$ cat config.mk
export PLATFORM = sky130hd
export DESIGN_NAME = gflm_monitor
export DESIGN_NICKNAME = d
export VERILOG_FILES = /design/src/shared/gflm_pkg.sv /design/src/gflm_debounce.sv /design/src/gflm_monitor.sv
export SDC_FILE = /design/constraint.sdc
export NUM_CORES = 1
export LEC_CHECK = 0
export BUFFER_PORTS_ARGS = -buffer_cell sky130_fd_sc_hd__buf_2
export CORE_MARGIN = 2
export CORE_UTILIZATION = 60
export CTS_BUF_LIST = sky130_fd_sc_hd__clkbuf_2 sky130_fd_sc_hd__clkbuf_4 sky130_fd_sc_hd__clkbuf_8
export CTS_CLUSTER_SIZE = 28
export DETAILED_ROUTE_END_ITERATION = 16
export GPL_TIMING_DRIVEN = 1
export PLACE_DENSITY_LB_ADDON = 0.1
export SYNTH_ARGS = -nofsm -noshare
export SYNTH_HDL_FRONTEND = slang
export SYNTH_SLANG_ARGS = --single-unit
$ cat constraint.sdc
create_clock -name core_clk -period 31.4 [get_ports core_clk]
set_input_delay 6.28 -clock core_clk [delete_from_list [all_inputs] [get_ports core_clk]]
set_output_delay 6.28 -clock core_clk [all_outputs]
set_load 0.01 [all_outputs]
$ cat src/shared/gflm_pkg.sv
// constants and types for the gas flow limit monitor
package gflm_pkg;
  // flow rate width and parameter ranges
  localparam int FLOW_W = 8;
  localparam logic [7:0] MAX_LIM_MIN = 8'h05;
  localparam logic [7:0] MAX_LIM_MAX = 8'hFF;
  localparam logic [7:0] MIN_LIM_MIN = 8'h05;
  localparam logic [7:0] MIN_LIM_MAX = 8'h64;
  // hold-off in tenths of a second
  localparam logic [7:0] HOLD_MIN = 8'h05;
  localparam logic [7:0] HOLD_MAX = 8'h64;
  // reset values of the settings
  localparam logic [7:0] MAX_LIM_RST = 8'hC8;
  localparam logic [7:0] MIN_LIM_RST = 8'h0A;
  localparam logic [7:0] HOLD_RST = 8'h0A;
  // volume wraps above this many tenths (6550.0)
  localparam logic [15:0] VOL_MAX = 16'hFFDC;
  // time bases
  localparam int CLK_HZ = 100_000_000;
  localparam int TENTH_NS = 100_000_000;
  localparam int CLK_NS = 10;
  localparam int TENTH_CYC = TENTH_NS / CLK_NS;
  localparam int HUND_CYC = TENTH_CYC / 10;
  localparam int SEC_CYC = CLK_HZ;
  localparam int DEB_US = 10_000;
  localparam int DEB_CYC = DEB_US * 1000 / CLK_NS;
  // float charge timer 22.5 minutes in seconds
  localparam int FLOAT_S = 1350;
  localparam logic [5:0] SIXTY_M1 = 6'h3B;
  // menu items
  typedef enum logic [3:0] {
    MI_MAX_LIM, MI_MIN_LIM, MI_HOLD, MI_ALARM_EN, MI_PEAK_EN,
    MI_LOG_EN, MI_CLR_TIME, MI_CLR_VOL
  } gflm_item_t;
  localparam gflm_item_t MI_LAST = MI_CLR_VOL;
  typedef enum logic [1:0] {
    MS_NORMAL, MS_BROWSE, MS_EDIT
  } gflm_mstate_t;
endpackage : gflm_pkg

$ cat src/gflm_debounce.sv
// button synchroniser and debouncer
`timescale 1ns/1ps
`default_nettype none
module gflm_debounce #(
  parameter int CNT = 1_000_000
) (
  // clock and reset
  input wire logic core_clk,
  input wire logic rst,
  // raw pin and clean level
  input wire logic pin,
  output logic level
);
  typedef struct packed {
    logic s1;
    logic s2;
    logic lvl;
    logic [31:0] cnt;
  } gflm_db_t;
  gflm_db_t r_q, r_d;
  // level changes only after the synced pin is stable for cnt cycles
  always_comb begin
    r_d = r_q;
    r_d.s1 = pin;
    r_d.s2 = r_q.s1;
    if (r_q.s2 == r_q.lvl) begin
      r_d.cnt = '0;
    end else if (r_q.cnt >= 32'(CNT - 1)) begin
      r_d.cnt = '0;
      r_d.lvl = r_q.s2;
    end else begin
      r_d.cnt = r_q.cnt + 32'h1;
    end
  end
  always_ff @(posedge core_clk or posedge rst) begin
    if (rst) begin
      r_q <= '0;
    end else begin
      r_q <= r_d;
    end
  end
  assign level = r_q.lvl;
endmodule : gflm_debounce
`default_nettype wire

$ cat src/gflm_monitor.sv
// gas flow limit monitor: relay, peak capture, usage log and menu
`timescale 1ns/1ps
`default_nettype none
module gflm_monitor import gflm_pkg::*; #(
  parameter int DEB_CYCLES = DEB_CYC,
  parameter int TENTH_CYCLES = TENTH_CYC,
  parameter int HUND_CYCLES = HUND_CYC,
  parameter int SEC_CYCLES = SEC_CYC,
  parameter int FLOAT_SECONDS = FLOAT_S
) (
  // clock and reset
  input wire logic core_clk,
  input wire logic rst,
  // flow sensor, same clock domain
  input wire logic [FLOW_W-1:0] flow_rate,
  // front panel buttons, raw pins
  input wire logic btn_up_pin,
  input wire logic btn_down_pin,
  // charger status pins
  input wire logic charging_pin,
  input wire logic charge_current_low_pin,
  // relay contacts
  output logic relay_contact_a,
  output logic relay_contact_b,
  // charge lamp
  output logic charge_indicator,
  // menu view
  output logic [1:0] menu_state,
  output logic [3:0] menu_item,
  output logic [7:0] menu_value,
  // live settings
  output logic [7:0] max_limit,
  output logic [7:0] min_limit,
  output logic [7:0] hold_off,
  output logic alarm_en,
  output logic peak_en,
  output logic log_en,
  // readouts
  output logic flow_active,
  output logic peak_valid,
  output logic [7:0] peak_rate,
  output logic [15:0] peak_time_hund,
  output logic [15:0] total_vol_tenths,
  output logic [15:0] total_hours,
  output logic [5:0] total_minutes,
  output logic [5:0] total_seconds
);
  typedef struct packed {
    gflm_mstate_t ms;
    gflm_item_t item;
    logic [7:0] edit_val;
    logic [7:0] max_lim;
    logic [7:0] min_lim;
    logic [7:0] hold;
    logic alarm_en;
    logic peak_en;
    logic log_en;
    logic up_prev;
    logic dn_prev;
    logic chord_lock;
    logic flow_prev;
    logic [7:0] hold_cnt;
    logic [31:0] tenth_cnt;
    logic relay;
    logic [7:0] peak;
    logic [15:0] peak_t;
    logic [31:0] hund_cnt;
    logic [15:0] vol;
    logic [47:0] vol_acc;
    logic [15:0] hrs;
    logic [5:0] mins;
    logic [5:0] secs;
    logic [31:0] sec_cnt;
    logic ch_s1;
    logic ch_s2;
    logic lo_s1;
    logic lo_s2;
    logic [15:0] float_cnt;
    logic [31:0] float_sub;
    logic chg_led;
    logic peak_vis;
  } gflm_st_t;
  gflm_st_t r_q, r_d;
  logic up_lvl;
  logic dn_lvl;
  // debounced buttons
  gflm_debounce #(.CNT(DEB_CYCLES)) u_db_up (
    .core_clk(core_clk), .rst(rst), .pin(btn_up_pin), .level(up_lvl));
  gflm_debounce #(.CNT(DEB_CYCLES)) u_db_dn (
    .core_clk(core_clk), .rst(rst), .pin(btn_down_pin), .level(dn_lvl));
  logic chord;
  logic up_ev;
  logic dn_ev;
  logic flowing;
  logic in_band;
  logic [7:0] cur_val;
  // single presses act on release so a chord is never seen as two singles
  always_comb begin
    chord = up_lvl && dn_lvl && !r_q.chord_lock;
    up_ev = r_q.up_prev && !up_lvl && !dn_lvl && !r_q.chord_lock;
    dn_ev = r_q.dn_prev && !dn_lvl && !up_lvl && !r_q.chord_lock;
    flowing = flow_rate != '0;
    cur_val = 8'h00;
    case (r_q.item)
      MI_MAX_LIM: cur_val = r_q.max_lim;
      MI_MIN_LIM: cur_val = r_q.min_lim;
      MI_HOLD: cur_val = r_q.hold;
      MI_ALARM_EN: cur_val = {7'h00, r_q.alarm_en};
      MI_PEAK_EN: cur_val = {7'h00, r_q.peak_en};
      MI_LOG_EN: cur_val = {7'h00, r_q.log_en};
      default: cur_val = 8'h00;
    endcase
    // lower limit always, upper only after hold-off
    in_band = flowing && (flow_rate > r_q.min_lim)
      && ((r_q.hold_cnt != '0) || !r_q.flow_prev || (flow_rate < r_q.max_lim));
  end
  // edit value step within the item's range
  function automatic logic [7:0] step_val(input gflm_item_t it, input logic [7:0] v,
                                          input logic up);
    logic [7:0] lo;
    logic [7:0] hi;
    lo = 8'h00;
    hi = 8'h01;
    if (it == MI_MAX_LIM) begin
      lo = MAX_LIM_MIN;
      hi = MAX_LIM_MAX;
    end else if (it == MI_MIN_LIM) begin
      lo = MIN_LIM_MIN;
      hi = MIN_LIM_MAX;
    end else if (it == MI_HOLD) begin
      lo = HOLD_MIN;
      hi = HOLD_MAX;
    end
    if (up) begin
      step_val = (v < hi) ? v + 8'h01 : hi;
    end else begin
      step_val = (v > lo) ? v - 8'h01 : lo;
    end
  endfunction : step_val
  // all next-state logic
  always_comb begin
    r_d = r_q;
    r_d.up_prev = up_lvl;
    r_d.dn_prev = dn_lvl;
    if (chord) begin
      r_d.chord_lock = 1'b1;
    end else if (!up_lvl && !dn_lvl) begin
      r_d.chord_lock = 1'b0;
    end
    // menu sequencer
    case (r_q.ms)
      MS_NORMAL: begin
        if (chord) begin
          r_d.ms = MS_BROWSE;
          r_d.item = MI_MAX_LIM;
        end
      end
      MS_BROWSE: begin
        if (chord) begin
          r_d.ms = MS_EDIT;
          r_d.edit_val = cur_val;
        end else if (up_ev) begin
          r_d.item = (r_q.item == MI_LAST) ? MI_MAX_LIM : gflm_item_t'(r_q.item + 4'h1);
        end else if (dn_ev) begin
          r_d.item = (r_q.item == MI_MAX_LIM) ? MI_LAST : gflm_item_t'(r_q.item - 4'h1);
        end
      end
      MS_EDIT: begin
        if (chord) begin
          r_d.ms = MS_NORMAL;
          case (r_q.item)
            MI_MAX_LIM: r_d.max_lim = r_q.edit_val;
            MI_MIN_LIM: r_d.min_lim = r_q.edit_val;
            MI_HOLD: r_d.hold = r_q.edit_val;
            MI_ALARM_EN: r_d.alarm_en = r_q.edit_val[0];
            MI_PEAK_EN: r_d.peak_en = r_q.edit_val[0];
            MI_LOG_EN: r_d.log_en = r_q.edit_val[0];
            default: ;
          endcase
        end else if (up_ev) begin
          r_d.edit_val = step_val(r_q.item, r_q.edit_val, 1'b1);
        end else if (dn_ev) begin
          r_d.edit_val = step_val(r_q.item, r_q.edit_val, 1'b0);
        end
      end
      default: r_d.ms = MS_NORMAL;
    endcase
    // hold-off countdown in tenths, reloaded at each new flow period
    r_d.flow_prev = flowing;
    if (flowing && !r_q.flow_prev) begin
      r_d.hold_cnt = r_q.hold;
      r_d.tenth_cnt = '0;
    end else if (flowing && r_q.hold_cnt != '0) begin
      if (r_q.tenth_cnt >= 32'(TENTH_CYCLES - 1)) begin
        r_d.tenth_cnt = '0;
        r_d.hold_cnt = r_q.hold_cnt - 8'h01;
      end else begin
        r_d.tenth_cnt = r_q.tenth_cnt + 32'h1;
      end
    end
    // relay follows band, forced off while alarms disabled
    r_d.relay = r_q.alarm_en && in_band;
    r_d.peak_vis = r_d.peak_en && !r_d.flow_prev;
    // peak capture, hundredths of a second above upper limit
    if (r_q.peak_en) begin
      if (flowing && !r_q.flow_prev) begin
        r_d.peak = flow_rate;
        r_d.peak_t = '0;
        r_d.hund_cnt = '0;
      end else if (flowing) begin
        if (flow_rate > r_q.peak) begin
          r_d.peak = flow_rate;
        end
        if (flow_rate > r_q.max_lim) begin
          if (r_q.hund_cnt >= 32'(HUND_CYCLES - 1)) begin
            r_d.hund_cnt = '0;
            r_d.peak_t = r_q.peak_t + 16'h1;
          end else begin
            r_d.hund_cnt = r_q.hund_cnt + 32'h1;
          end
        end
      end
    end
    // volume: rate is per hour, so rate*cycles summed until 36000*tenth-sec worth
    if (r_q.log_en && flowing) begin
      if (r_q.vol_acc + 48'(flow_rate) >= 48'(TENTH_CYCLES) * 48'd36000) begin
        r_d.vol_acc = r_q.vol_acc + 48'(flow_rate) - 48'(TENTH_CYCLES) * 48'd36000;
        r_d.vol = (r_q.vol >= VOL_MAX) ? 16'h0000 : r_q.vol + 16'h0001;
      end else begin
        r_d.vol_acc = r_q.vol_acc + 48'(flow_rate);
      end
      if (r_q.sec_cnt >= 32'(SEC_CYCLES - 1)) begin
        r_d.sec_cnt = '0;
        if (r_q.secs == SIXTY_M1) begin
          r_d.secs = '0;
          if (r_q.mins == SIXTY_M1) begin
            r_d.mins = '0;
            r_d.hrs = r_q.hrs + 16'h1;
          end else begin
            r_d.mins = r_q.mins + 6'h1;
          end
        end else begin
          r_d.secs = r_q.secs + 6'h1;
        end
      end else begin
        r_d.sec_cnt = r_q.sec_cnt + 32'h1;
      end
    end
    // clears act on leaving edit with yes selected
    if (r_q.ms == MS_EDIT && chord && r_q.edit_val[0]) begin
      if (r_q.item == MI_CLR_TIME) begin
        r_d.hrs = '0;
        r_d.mins = '0;
        r_d.secs = '0;
        r_d.sec_cnt = '0;
      end
      if (r_q.item == MI_CLR_VOL) begin
        r_d.vol = '0;
        r_d.vol_acc = '0;
      end
    end
    // charger lamp with float timer
    r_d.ch_s1 = charging_pin;
    r_d.ch_s2 = r_q.ch_s1;
    r_d.lo_s1 = charge_current_low_pin;
    r_d.lo_s2 = r_q.lo_s1;
    if (!r_q.ch_s2) begin
      r_d.float_cnt = '0;
      r_d.float_sub = '0;
      r_d.chg_led = 1'b0;
    end else begin
      r_d.chg_led = !r_q.lo_s2 && (r_q.float_cnt < 16'(FLOAT_SECONDS));
      if (r_q.float_cnt < 16'(FLOAT_SECONDS)) begin
        if (r_q.float_sub >= 32'(SEC_CYCLES - 1)) begin
          r_d.float_sub = '0;
          r_d.float_cnt = r_q.float_cnt + 16'h1;
        end else begin
          r_d.float_sub = r_q.float_sub + 32'h1;
        end
      end
    end
  end
  // state register
  always_ff @(posedge core_clk or posedge rst) begin
    if (rst) begin
      r_q <= '0;
      r_q.max_lim <= MAX_LIM_RST;
      r_q.min_lim <= MIN_LIM_RST;
      r_q.hold <= HOLD_RST;
      r_q.alarm_en <= 1'b1;
    end else begin
      r_q <= r_d;
    end
  end
  // outputs straight from state flops
  assign relay_contact_a = r_q.relay;
  assign relay_contact_b = r_q.relay;
  assign charge_indicator = r_q.chg_led;
  assign menu_state = r_q.ms;
  assign menu_item = r_q.item;
  assign menu_value = r_q.edit_val;
  assign max_limit = r_q.max_lim;
  assign min_limit = r_q.min_lim;
  assign hold_off = r_q.hold;
  assign alarm_en = r_q.alarm_en;
  assign peak_en = r_q.peak_en;
  assign log_en = r_q.log_en;
  assign flow_active = r_q.flow_prev;
  assign peak_valid = r_q.peak_vis;
  assign peak_rate = r_q.peak;
  assign peak_time_hund = r_q.peak_t;
  assign total_vol_tenths = r_q.vol;
  assign total_hours = r_q.hrs;
  assign total_minutes = r_q.mins;
  assign total_seconds = r_q.secs;
endmodule : gflm_monitor
`default_nettype wire

==> results.cfg, run 1 <==
[routing]
finalWirelength_mm = 51.8
dr.first_iter.drc_count = 1409
dr.pass1.iters = 5
ant_nets = 0
dr_total_vias = 18800
drc = 0
wl_per_cell_um = 16.4
vias_per_cell = 5.94

[synth]
synth.avg_cell_area_um2 = 8.83
ys_seq_area_share_pct = 42.6
synth_ff_type = dfrtp_1
yosysWarningCount = 0
synth.largest_area_cell = dfrtp_1
syn_area_mm2 = 0.0229
synth_seq_cells = 390
synth_top_family_by_area = simple AND/OR/NAND/NOR gates
synthMostInstantiatedCell = dfrtp_1
synthMuxAreaShare_pct = 2.26
yosysTopAreaCellShare_pct = 41.7
synth_fa_ha_area_share_pct = 3.57
synth_edf_count = 0
synth_common_cells = 382 x dfrtp_1, 312 x nor2_1, 268 x nand2_1
synth_xor_area_share_pct = 6.61
synth.distinct_cells = 101
async_flop_share_pct = 100
synthSimpleGateAreaFrac_pct = 23.7
synthCells = 2594
synth.area.top_cells = dfrtp_1 42%, nor2_1 5.1%, nand2_1 4.4%
synth_compound_area_share_pct = 14.4

[sta]
slew_headroom_pct = 18.7
rsz0062_at_grt = false
tightestPinTransition_ns = 1.21
fin_setup_tns_ns = 0
skew_ns = 0.0291
min_period_ns = 11.42
finalSetupViolations = 0
slew_violations = 0
final_hold_viol_count = 0
fmax_ghz = 0.0876
fin_crit_sh_pct = 36.4
worst_slack_ns = 19.98
fin_hold_ws_ns = 0.348

[die]
die-height_um = 199
core_area_mm2 = 0.0377
io_pins = 128
die_area_mm2 = 0.0398
die_w_um = 199
row_count = 71
start_util_pct = 60.8

[worst_setup_path]
cp_data_arrival_time_ns = 11.91
worstPathCellList = buf_2, ha_1, inv_1, fa_1, nand2b_1, a21o_1, a21oi_1, nand3_1, xor2_1, inv_1, ha_1, nand2_1, nor3_1, nand3_1, nor4_1, nand4_1, a211o_1, a211o_1, o21ai_1, nand2_1, o21ai_1, nor2_1
slowest_delay_ns = 0.84
required_ns = 31.89
crit_type = input pin to register
reg2reg_slack_ns = 25.45
start_kind = input pin
r2r-end = total_vol_tenths[6]$_DFF_PP0_
r2r_cells = 21
critPathCaptureType = register
slowest_stage = o21ai_1
critPathMaxFanout = 12
reg2reg_from = r_q[114]$_DFF_PP0_

[clock_tree]
cts.sinks = 390
cts_hold_buf = 0
cts_tree = yes
clk_path_buf_depth = 3
cts_buffers = 68
cts_root_buffer = clkbuf_8
path_clk_slew_ns = 0.06
postCtsSetupRepairBufs = 0
clk-insertion-delay-late_ns = 0.62
cts_resized = 0
htreeDepth = 3

[final_layout]
fin_nets = 2685
fill_cells = 3165
diodes = 0
fin_cells = 3169
syn2layout_area_growth_pct = 7.35
drive_above_1_share_pct = 12.2
final_area_mm2 = 0.0246

[place]
place_area_mm2 = 0.0231
place_congestion = 0.938
port_buffers = 127
dpl.hpwl_mm = 35.2
dp_slack_ns = 19.48
dp.cells = 3048

[job]
maxCapViolCount = 0

[run_status]
status = completed

[pwr]
pwr_density_cell_mw_per_mm2 = 58.8
leakage_uw = 0.0110
irDropWorstVdd_mv = 0.0304

[min_path]
holdPathEnd = u_db_dn.r_q[33]$_DFF_PP0_
hp-class = register to register
worstHoldPathCells = 0
min_from = u_db_dn.r_d[33]$_DFF_PP0_

[global_route]
grt_pass1_wl_mm = 85.9
grt_max_degree = 110
gr-total-overflow = 0
track_usage_pct = 26.2
grt_pass1_vias = 17600
antenna_found_initial = 0
[critical path, delay by kind of cell]
family | cells | cell delay, ns
buffers and inverters | 3 | 0.25
xor gates and xnor gates | 1 | 0.21
AOI/OAI and AO/OA | 6 | 2.68
and+or+nand+nor | 9 | 1.78
adders and majority gates | 3 | 0.70
[layer usage]
layer / vias to the layer above / track usage [%] / wire length [µm]
li1: 9062 / - / -
met1: 9146 / 37.3 / 24200
met2: 517 / 40.8 / 23400
met3: 97 / 4.54 / 2950
met4: 0 / 8.45 / 1330
met5: - / 0 / 0
[final cells by class]
class | count | area, µm² | area share [%]
flip-flops and latches | 390 | 9770 | 39.7
well taps | 511 | 639 | 2.60
inverters | 70 | 270 | 1.10
multi-input cells | 1935 | 11700 | 47.5
clock inverters | 13 | 106 | 0.432
repair buffers | 142 | 748 | 3.04
clock buffers | 108 | 1370 | 5.56
[flip-flops by register name, summed over array words and instances (netlist names), 16 cells and up]
name	cells
total_hours	16
peak_time_hund	16
u_db_dn.r_q	33
r_q	205
u_db_up.r_q	33
total_vol_tenths	16
[kinds of logic (layout without fill, tap and decap cells)]
group,count (synthesis),in the layout
flip-flops,390,390
adder cells (fa/ha/maj),65,65
multiplexers,50,50
AND/OR/NAND/NOR,1111,1111
other,1,24
XOR/XNOR,172,172
buffers and inverters,292,333
AO/OA/AOI/OAI,513,513
[power breakdown]
group / switching, µW / internal, µW / total, µW
registers: 69.5 / 541 / 610
clock network: 211 / 285 / 496
logic: 206 / 133 / 339
total: 486 / 959 / 1450
[per-stage QoR]
| step | util, % | power [µW] |
|---|---|---|
| finish | 65.3 | 1450 |
| global route | 65.3 | 1530 |
| CTS | 65.3 | 1450 |
| detailed placement | 61.4 | 950 |
| global placement | 61.4 | 937 |
| floorplan | - | 877 |
[cells in the final DEF (no fill, tap or decap), types with 35 or more instances in the layout]
cell type,n
dfrtp_1,382
nor2_1,312
nand2_1,267
o21ai_0,165
buf_2,127
a21oi_1,125
nand3_1,114
xor2_1,101
clkbuf_8,89
and3_1,78
xnor2_1,70
inv_1,69
ha_1,63
nor3_1,57
nand4_1,49
nor4_1,43
mux2i_1,36
nand2b_1,35
[worst max-delay path by stage]
stage            startpoint                        endpoint  slack, ns  cells past startpoint
6_report       flow_rate[0]   total_vol_tenths[6]$_DFF_PP0_      19.98                     22
2_1_floorplan           rst      charge_indicator$_DFF_PP0_      14.29                      1
5_1_grt        flow_rate[0]  total_vol_tenths[11]$_DFF_PP0_      19.61                     22
4_1_cts        flow_rate[0]  total_vol_tenths[13]$_DFF_PP0_      20.15                     22
3_5_place_dp   flow_rate[0]  total_vol_tenths[13]$_DFF_PP0_      19.48                     22
3_3_place_gp   flow_rate[0]   total_vol_tenths[9]$_DFF_PP0_      19.61                     22
(Power assumes the default switching activity.)
==> run 2, diff against run 1 <==
--- a/config.mk
+++ b/config.mk
@@ -5,6 +5,7 @@
 export SDC_FILE = /design/constraint.sdc
 export NUM_CORES = 1
 export LEC_CHECK = 0
+export ABC_AREA = 1
 export BUFFER_PORTS_ARGS = -buffer_cell sky130_fd_sc_hd__buf_2
 export CORE_MARGIN = 2
 export CORE_UTILIZATION = 60
==> constraint.sdc (replaced) <==
create_clock -name core_clk -period 11.6 [get_ports core_clk]
set_input_delay 2.32 -clock core_clk [delete_from_list [all_inputs] [get_ports core_clk]]
set_output_delay 2.32 -clock core_clk [all_outputs]
set_load 0.01 [all_outputs]
==> run 2 against run 1 <==
Power grew to 2.9 times the previous value. Clock power grew to 2.7 times the previous value. Non-clock buffer count down 5. Sequential cell count is the same. Sequential share of layout area is 3.2 points lower. Critical endpoint is now total_vol_tenths[2]$_DFF_PP0_.
==> results.cfg, run 2 <==
[worst_setup_path]
reg2reg_slack_ns = 6.46
required_ns = 12.11
start_kind = input pin
crit_type = input pin to register
r2r-end = total_vol_tenths[2]$_DFF_PP0_
reg2reg_from = r_q[114]$_DFF_PP0_
cp_data_arrival_time_ns = 7.06
critPathMaxFanout = 63
r2r_cells = 20
critPathCaptureType = register

[job]
maxCapViolCount = 0

[sta]
skew_ns = 0.0213
tightestPinTransition_ns = 1.02
finalSetupViolations = 0
fmax_ghz = 0.153
slew_violations = 0
final_hold_viol_count = 0
rsz0062_at_grt = false
fin_crit_sh_pct = 56.5
worst_slack_ns = 5.05
fin_setup_tns_ns = 0
min_period_ns = 6.55
slew_headroom_pct = 32.3

[pwr]
leakage_uw = 0.0129
power_uw = 4240
pwr_density_cell_mw_per_mm2 = 159
pwr-share-seq_pct = 38.7
p_comb_share_pct = 29.2
sw_frac_of_total_pct = 37.4
power.internal_uw = 2650
pwr-share-clk_pct = 32.1
switchingPower_uw = 1590
irDropWorstVdd_mv = 0.191

[die]
core_area_mm2 = 0.0409
io_pins = 128
start_util_pct = 60.8
die-height_um = 208
die_area_mm2 = 0.0431
die_w_um = 208
row_count = 74

[routing]
dr_total_vias = 23500
vias_per_cell = 5.61
dr.first_iter.drc_count = 2022
drc = 0
finalWirelength_mm = 68.5
dr.pass1.iters = 6
wl_per_cell_um = 16.4
ant_nets = 0

[final_layout]
reg_top3 = r_q (205), u_db_dn.r_q (33), u_db_up.r_q (33)
diodes = 0
utilization_pct = 65.3
final_area_mm2 = 0.0267
layout_commonest_cell = nand2_1
largest_reg_flops = 205
final_cell_mix = 868 x nand2_1, 485 x inv_1, 427 x nor2_1
syn2layout_area_growth_pct = 7.38
regMostFlops = r_q
fill_cells = 3659
fin_nets = 3678
ff_latch_area_mm2 = 0.00977
drive_above_1_share_pct = 9.26
multi_input_area_mm2 = 0.0122

[min_path]
hp-class = register to register
min_from = u_db_up.r_d[33]$_DFF_PP0_
holdPathEnd = u_db_up.r_q[33]$_DFF_PP0_
worstHoldPathCells = 0

[synth]
synth.avg_cell_area_um2 = 7.02
syn_area_mm2 = 0.0249
synth.largest_area_cell = dfrtp_1
yosysTopAreaCellShare_pct = 38.4
synth_seq_cells = 390
synth_ff_type = dfrtp_1
synthMostInstantiatedCell = nand2_1
ys_seq_area_share_pct = 39.2
synth.distinct_cells = 58
synth_common_cells = 868 x nand2_1, 486 x inv_1, 429 x nor2_1
synth_edf_count = 0
yosysWarningCount = 0
synth.area.top_cells = dfrtp_1 38%, nand2_1 13%, inv_1 7.3%
synthCells = 3545
async_flop_share_pct = 100

[clock_tree]
cts_root_buffer = clkbuf_8
cts_hold_buf = 0
htreeDepth = 3
postCtsSetupRepairBufs = 0
path_clk_slew_ns = 0.05
cts_buffers = 71
cts.sinks = 390
cts_tree = yes
cts_resized = 0
clk_path_buf_depth = 3
clk-insertion-delay-late_ns = 0.64

[place]
dp_slack_ns = 4.60
place_congestion = 1.06
place_area_mm2 = 0.0253
port_buffers = 127
dpl.hpwl_mm = 50.5

[run_status]
status = completed

[global_route]
grt_pass1_vias = 22000
grt_max_degree = 183
gr-total-overflow = 0
antenna_found_initial = 0
track_usage_pct = 31.5
grt_pass1_wl_mm = 112
run 2: cell count changes after synthesis, sizes merged, moves of 56 or more:
| cell | delta |
|---|---|
| a21oi | +74 |
| nand3 | +112 |
| and3 | -71 |
| inv | +425 |
| xnor2 | -57 |
| xor2 | -56 |
| nand2 | +613 |
| nor2 | +135 |
run 2: power by group through the flow:
| stage | combinational (µW) | sequential (µW) | clock (µW) |
|---|---|---|---|
| final | 1240 | 1640 | 1360 |
| after global routing | 1400 | 1660 | 1450 |
| after CTS | 1220 | 1640 | 1390 |
| after detailed placement | 1210 | 1660 | 0 |
| after global placement | 1170 | 1660 | 0 |
| after floorplan | 995 | 1610 | 0 |
run 2: worst max path at each step:
stage	cells after the start	start	end	slack (ns)
3_3_place_gp	23	flow_rate[0]	r_q[128]$_DFF_PP0_	4.85
2_1_floorplan	1	rst	charge_indicator$_DFF_PP0_	4.04
4_1_cts	23	flow_rate[0]	total_vol_tenths[3]$_DFF_PP0_	5.26
6_report	21	flow_rate[0]	total_vol_tenths[2]$_DFF_PP0_	5.05
5_1_grt	23	flow_rate[0]	total_vol_tenths[3]$_DFF_PP0_	4.85
3_5_place_dp	23	flow_rate[0]	r_q[128]$_DFF_PP0_	4.60
run 2: per-layer routing:
| layer | track usage, % | up-vias | share of wire (%) |
|---|---|---|---|
| met4 | 10.8 | 0 | 3.0 |
| met1 | 42.6 | 11000 | 43 |
| li1 | - | 11500 | - |
| met2 | 50.2 | 809 | 46 |
| met3 | 7.00 | 143 | 7.8 |
| met5 | 0 | - | 0 |
run 2: layout make-up:
cell class                 count  area share [%]
timing repair buffer         137            2.70
inverter                     504            7.09
multi-input combinational   2496            45.7
sequential                   390            36.5
tap                          532            2.49
clock buffer                 112            5.13
clock inverter                13           0.384
run 2: worst max-delay path: stages:
cell and delay [ns]:
buf_2 0.09, ha_1 0.22, inv_1 0.08, fa_1 0.39, inv_1 0.09, nand2_1 0.06
nand2_1 0.14, nand2_1 0.15, o21ai_4 0.31, xor2_1 0.48, ha_1 0.27, nand4_1 0.09
nand3b_1 0.18, nor2_1 0.09, nand3_1 0.08, o21ai_0 0.43, nand3_1 0.20, nand3_4 0.65
nand2_1 0.18, o21ai_2 0.37, nor2_1 0.10
run 2: through the flow:
| stage | instances | hold slack, ns |
|---|---|---|
| 2_1_floorplan | 3568 | 0.331 |
| 3_3_place_gp | 4059 | 0.334 |
| 3_5_place_dp | 4059 | 0.335 |
| 4_1_cts | 4184 | 0.338 |
| 5_1_grt | 4184 | 0.347 |
| 6_report | 4184 | 0.333 |
run 2: kinds of logic after synthesis:
| family | share of synthesized area, % |
|---|---|
| compound gates | 12.0 |
| xor+xnor | 2.08 |
| fa+ha+maj | 3.25 |
| buf+inv | 12.1 |
| flops | 39.2 |
| other cells | 0.0151 |
| simple gates | 31.3 |
==> run 3, diff against run 2 <==
--- a/config.mk
+++ b/config.mk
@@ -8,7 +8,7 @@
 export ABC_AREA = 1
 export BUFFER_PORTS_ARGS = -buffer_cell sky130_fd_sc_hd__buf_2
 export CORE_MARGIN = 2
-export CORE_UTILIZATION = 60
+export CORE_UTILIZATION = 58
 export CTS_BUF_LIST = sky130_fd_sc_hd__clkbuf_2 sky130_fd_sc_hd__clkbuf_4 sky130_fd_sc_hd__clkbuf_8
 export CTS_CLUSTER_SIZE = 28
 export DETAILED_ROUTE_END_ITERATION = 16
==> constraint.sdc (replaced) <==
create_clock -name core_clk -period 5.3 [get_ports core_clk]
set_input_delay 1.06 -clock core_clk [delete_from_list [all_inputs] [get_ports core_clk]]
set_output_delay 1.06 -clock core_clk [all_outputs]
set_load 0.01 [all_outputs]
==> run 3 against run 2 <==
Setup slack lost 4.2 ns. Combinational power is 130% higher. First-iteration DRC count rose by 11%. Sequential power is 120% higher. Clock skew is 0.0071 ns higher. Cell count grew 0.38%. Core utilization down 1.6 points. Power grew 120%. Via count rose by 0.92%. Design area grew 0.37%. Critical endpoint is now r_q[146]$_DFF_PP0_.
==> results.cfg, run 3 (same netlist as run 2, synthesis figures left out) <==
[clock_tree]
cts.sinks = 390
cts_resized = 0
clk-insertion-delay-late_ns = 0.67
path_clk_slew_ns = 0.05
cts_buffers = 73
cts_root_buffer = clkbuf_8
htreeDepth = 3
cts_tree = yes
cts_hold_buf = 0
postCtsSetupRepairBufs = 0
clk_path_buf_depth = 3

[worst_setup_path]
critPathMaxFanout = 36
start_kind = input pin
slowest_stage = fa_1
cp_data_arrival_time_ns = 5.00
slowest_delay_ns = 0.38
crit_type = input pin to register
required_ns = 5.84
cpMostUsedCell = nand2_1
worstPathCellList = buf_2, ha_1, inv_1, fa_1, inv_1, nand2_1, nand2_1, nand2_1, o21ai_4, xor2_1, ha_1, nand4_1, nand3b_1, nor2_1, nand3_1, o21ai_0, nand3_1, nand3_4, buf_12, nand2_1, nand2_1, nand2_1, o21ai_1, inv_1
critPathCaptureType = register

[routing]
finalWirelength_mm = 69.1
wl_per_cell_um = 16.5
drc = 0
dr.pass1.iters = 8
vias_per_cell = 5.64
dr_total_vias = 23700
ant_nets = 0
dr.first_iter.drc_count = 2238

[global_route]
antenna_found_initial = 1
grt_use_met2_pct = 49.1
use_met1_pct = 43.4
track_usage_pct = 31.3
grt_pass1_vias = 22300
busiest_layer = met2
grt_max_degree = 159
gr-total-overflow = 0
use_met3_pct = 5.47
grt_pass1_wl_mm = 112

[sta]
final_hold_viol_count = 0
worst_slack_ns = 0.846
skew_ns = 0.0284
finalSetupViolations = 0
min_period_ns = 4.45
fmax_ghz = 0.225
fin_crit_sh_pct = 84.0
fin_hold_ws_ns = 0.348
tightestPinTransition_ns = 1.02
rsz0062_at_grt = false
slew_headroom_pct = 32.1
slew_violations = 0

[pwr]
pwr_density_cell_mw_per_mm2 = 350
switchingPower_uw = 3550
pwr-share-clk_pct = 32.0
p_comb_share_pct = 29.7
leakage_uw = 0.0129
pwr-share-seq_pct = 38.3
power.internal_uw = 5830
sw_frac_of_total_pct = 37.9
irDropWorstVdd_mv = 0.326

[run_status]
status = completed

[die]
die-height_um = 211
io_pins = 128
die_w_um = 211
core_area_mm2 = 0.0421
start_util_pct = 59.1
row_count = 75
die_area_mm2 = 0.0446

[final_layout]
drive_above_1_share_pct = 9.45
final_area_mm2 = 0.0268
reg_top3 = r_q (205), u_db_dn.r_q (33), u_db_up.r_q (33)
layout_commonest_cell = nand2_1
final_cell_mix = 868 x nand2_1, 485 x inv_1, 427 x nor2_1
syn2layout_area_growth_pct = 7.77
ff_latch_area_mm2 = 0.00977
fin_cells = 4200
fin_nets = 3688
multi_input_area_mm2 = 0.0122
regMostFlops = r_q
largest_reg_flops = 205
fill_cells = 3810

[min_path]
hp-class = register to register

[place]
place_area_mm2 = 0.0254
dp.cells = 4074
place_congestion = 1.01
dp_slack_ns = 0.259
dpl.hpwl_mm = 51.2
port_buffers = 127

[job]
maxCapViolCount = 0
==> run 3: cell types whose count changed in the layout (fill, tap and decap cells not counted), sizes merged <==
cell | previous run | this run
diode | 0 | 1
inv | 496 | 499
buf | 137 | 145
clkbuf | 112 | 105
clkinvlp | 2 | 4
clkinv | 18 | 20
==> run 3: through the flow <==
stage,util [%],TNS (ns),power [µW]
final,63.7,0,9380
after global placement,60.2,0,6270
after detailed placement,60.2,0,6370
after global routing,63.7,0,9970
after CTS,63.7,0,9410
after floorplan,-,-381.76,5700
==> run 3: area by class of cell <==
cell class	count	share of cell area, %
Inverter	504	7.06
Antenna cell	1	0.00933
Multi-Input combinational cell	2496	45.5
Sequential cell	390	36.4
Clock buffer	105	4.90
Timing Repair Buffer	145	3.01
Clock inverter	20	0.611
Tap cell	539	2.51
==> run 3: path summary, 6_finish.rpt <==
check / slack [ns] / end / depth (start not counted) / start
max: 0.85 / r_q[146]$_DFF_PP0_ / 24 / flow_rate[0]
min: 0.35 / r_q[52]$_DFF_PP0_ / 0 / r_d[52]$_DFF_PP0_
max reg2reg: 0.99 / r_q[146]$_DFF_PP0_ / 23 / r_q[114]$_DFF_PP0_
min reg2reg: 0.35 / r_q[52]$_DFF_PP0_ / 0 / r_d[52]$_DFF_PP0_
max in group asynchronous: 3.58 / total_vol_tenths[6]$_DFF_PP0_ / 4 / rst
min in group asynchronous: 0.65 / r_q[52]$_DFF_PP0_ / 3 / rst
==> run 3: per-layer routing <==
layer,wire [µm],vias up
met5,0,-
met1,30500,11100
met2,31200,882
met4,2300,0
li1,-,11500
met3,5160,170
==> run 3: critical path, delay by kind of cell <==
family / cells / cell delay (ns)
AO/OA/AOI/OAI: 3 / 0.83
XOR/XNOR: 1 / 0.23
adder cells (fa/ha/maj): 3 / 0.80
buffers and inverters: 5 / 0.57
AND/OR/NAND/NOR: 12 / 1.50
==> run 3: power by group through the flow <==
stage                     Clock, µW  Sequential (µW)  Combinational [µW]
after CTS                      3070             3590                2750
after global placement            0             3620                2650
after global routing           3200             3630                3150
final                          3000             3600                2790
after floorplan                   0             3520                2180
after detailed placement          0             3640                2740
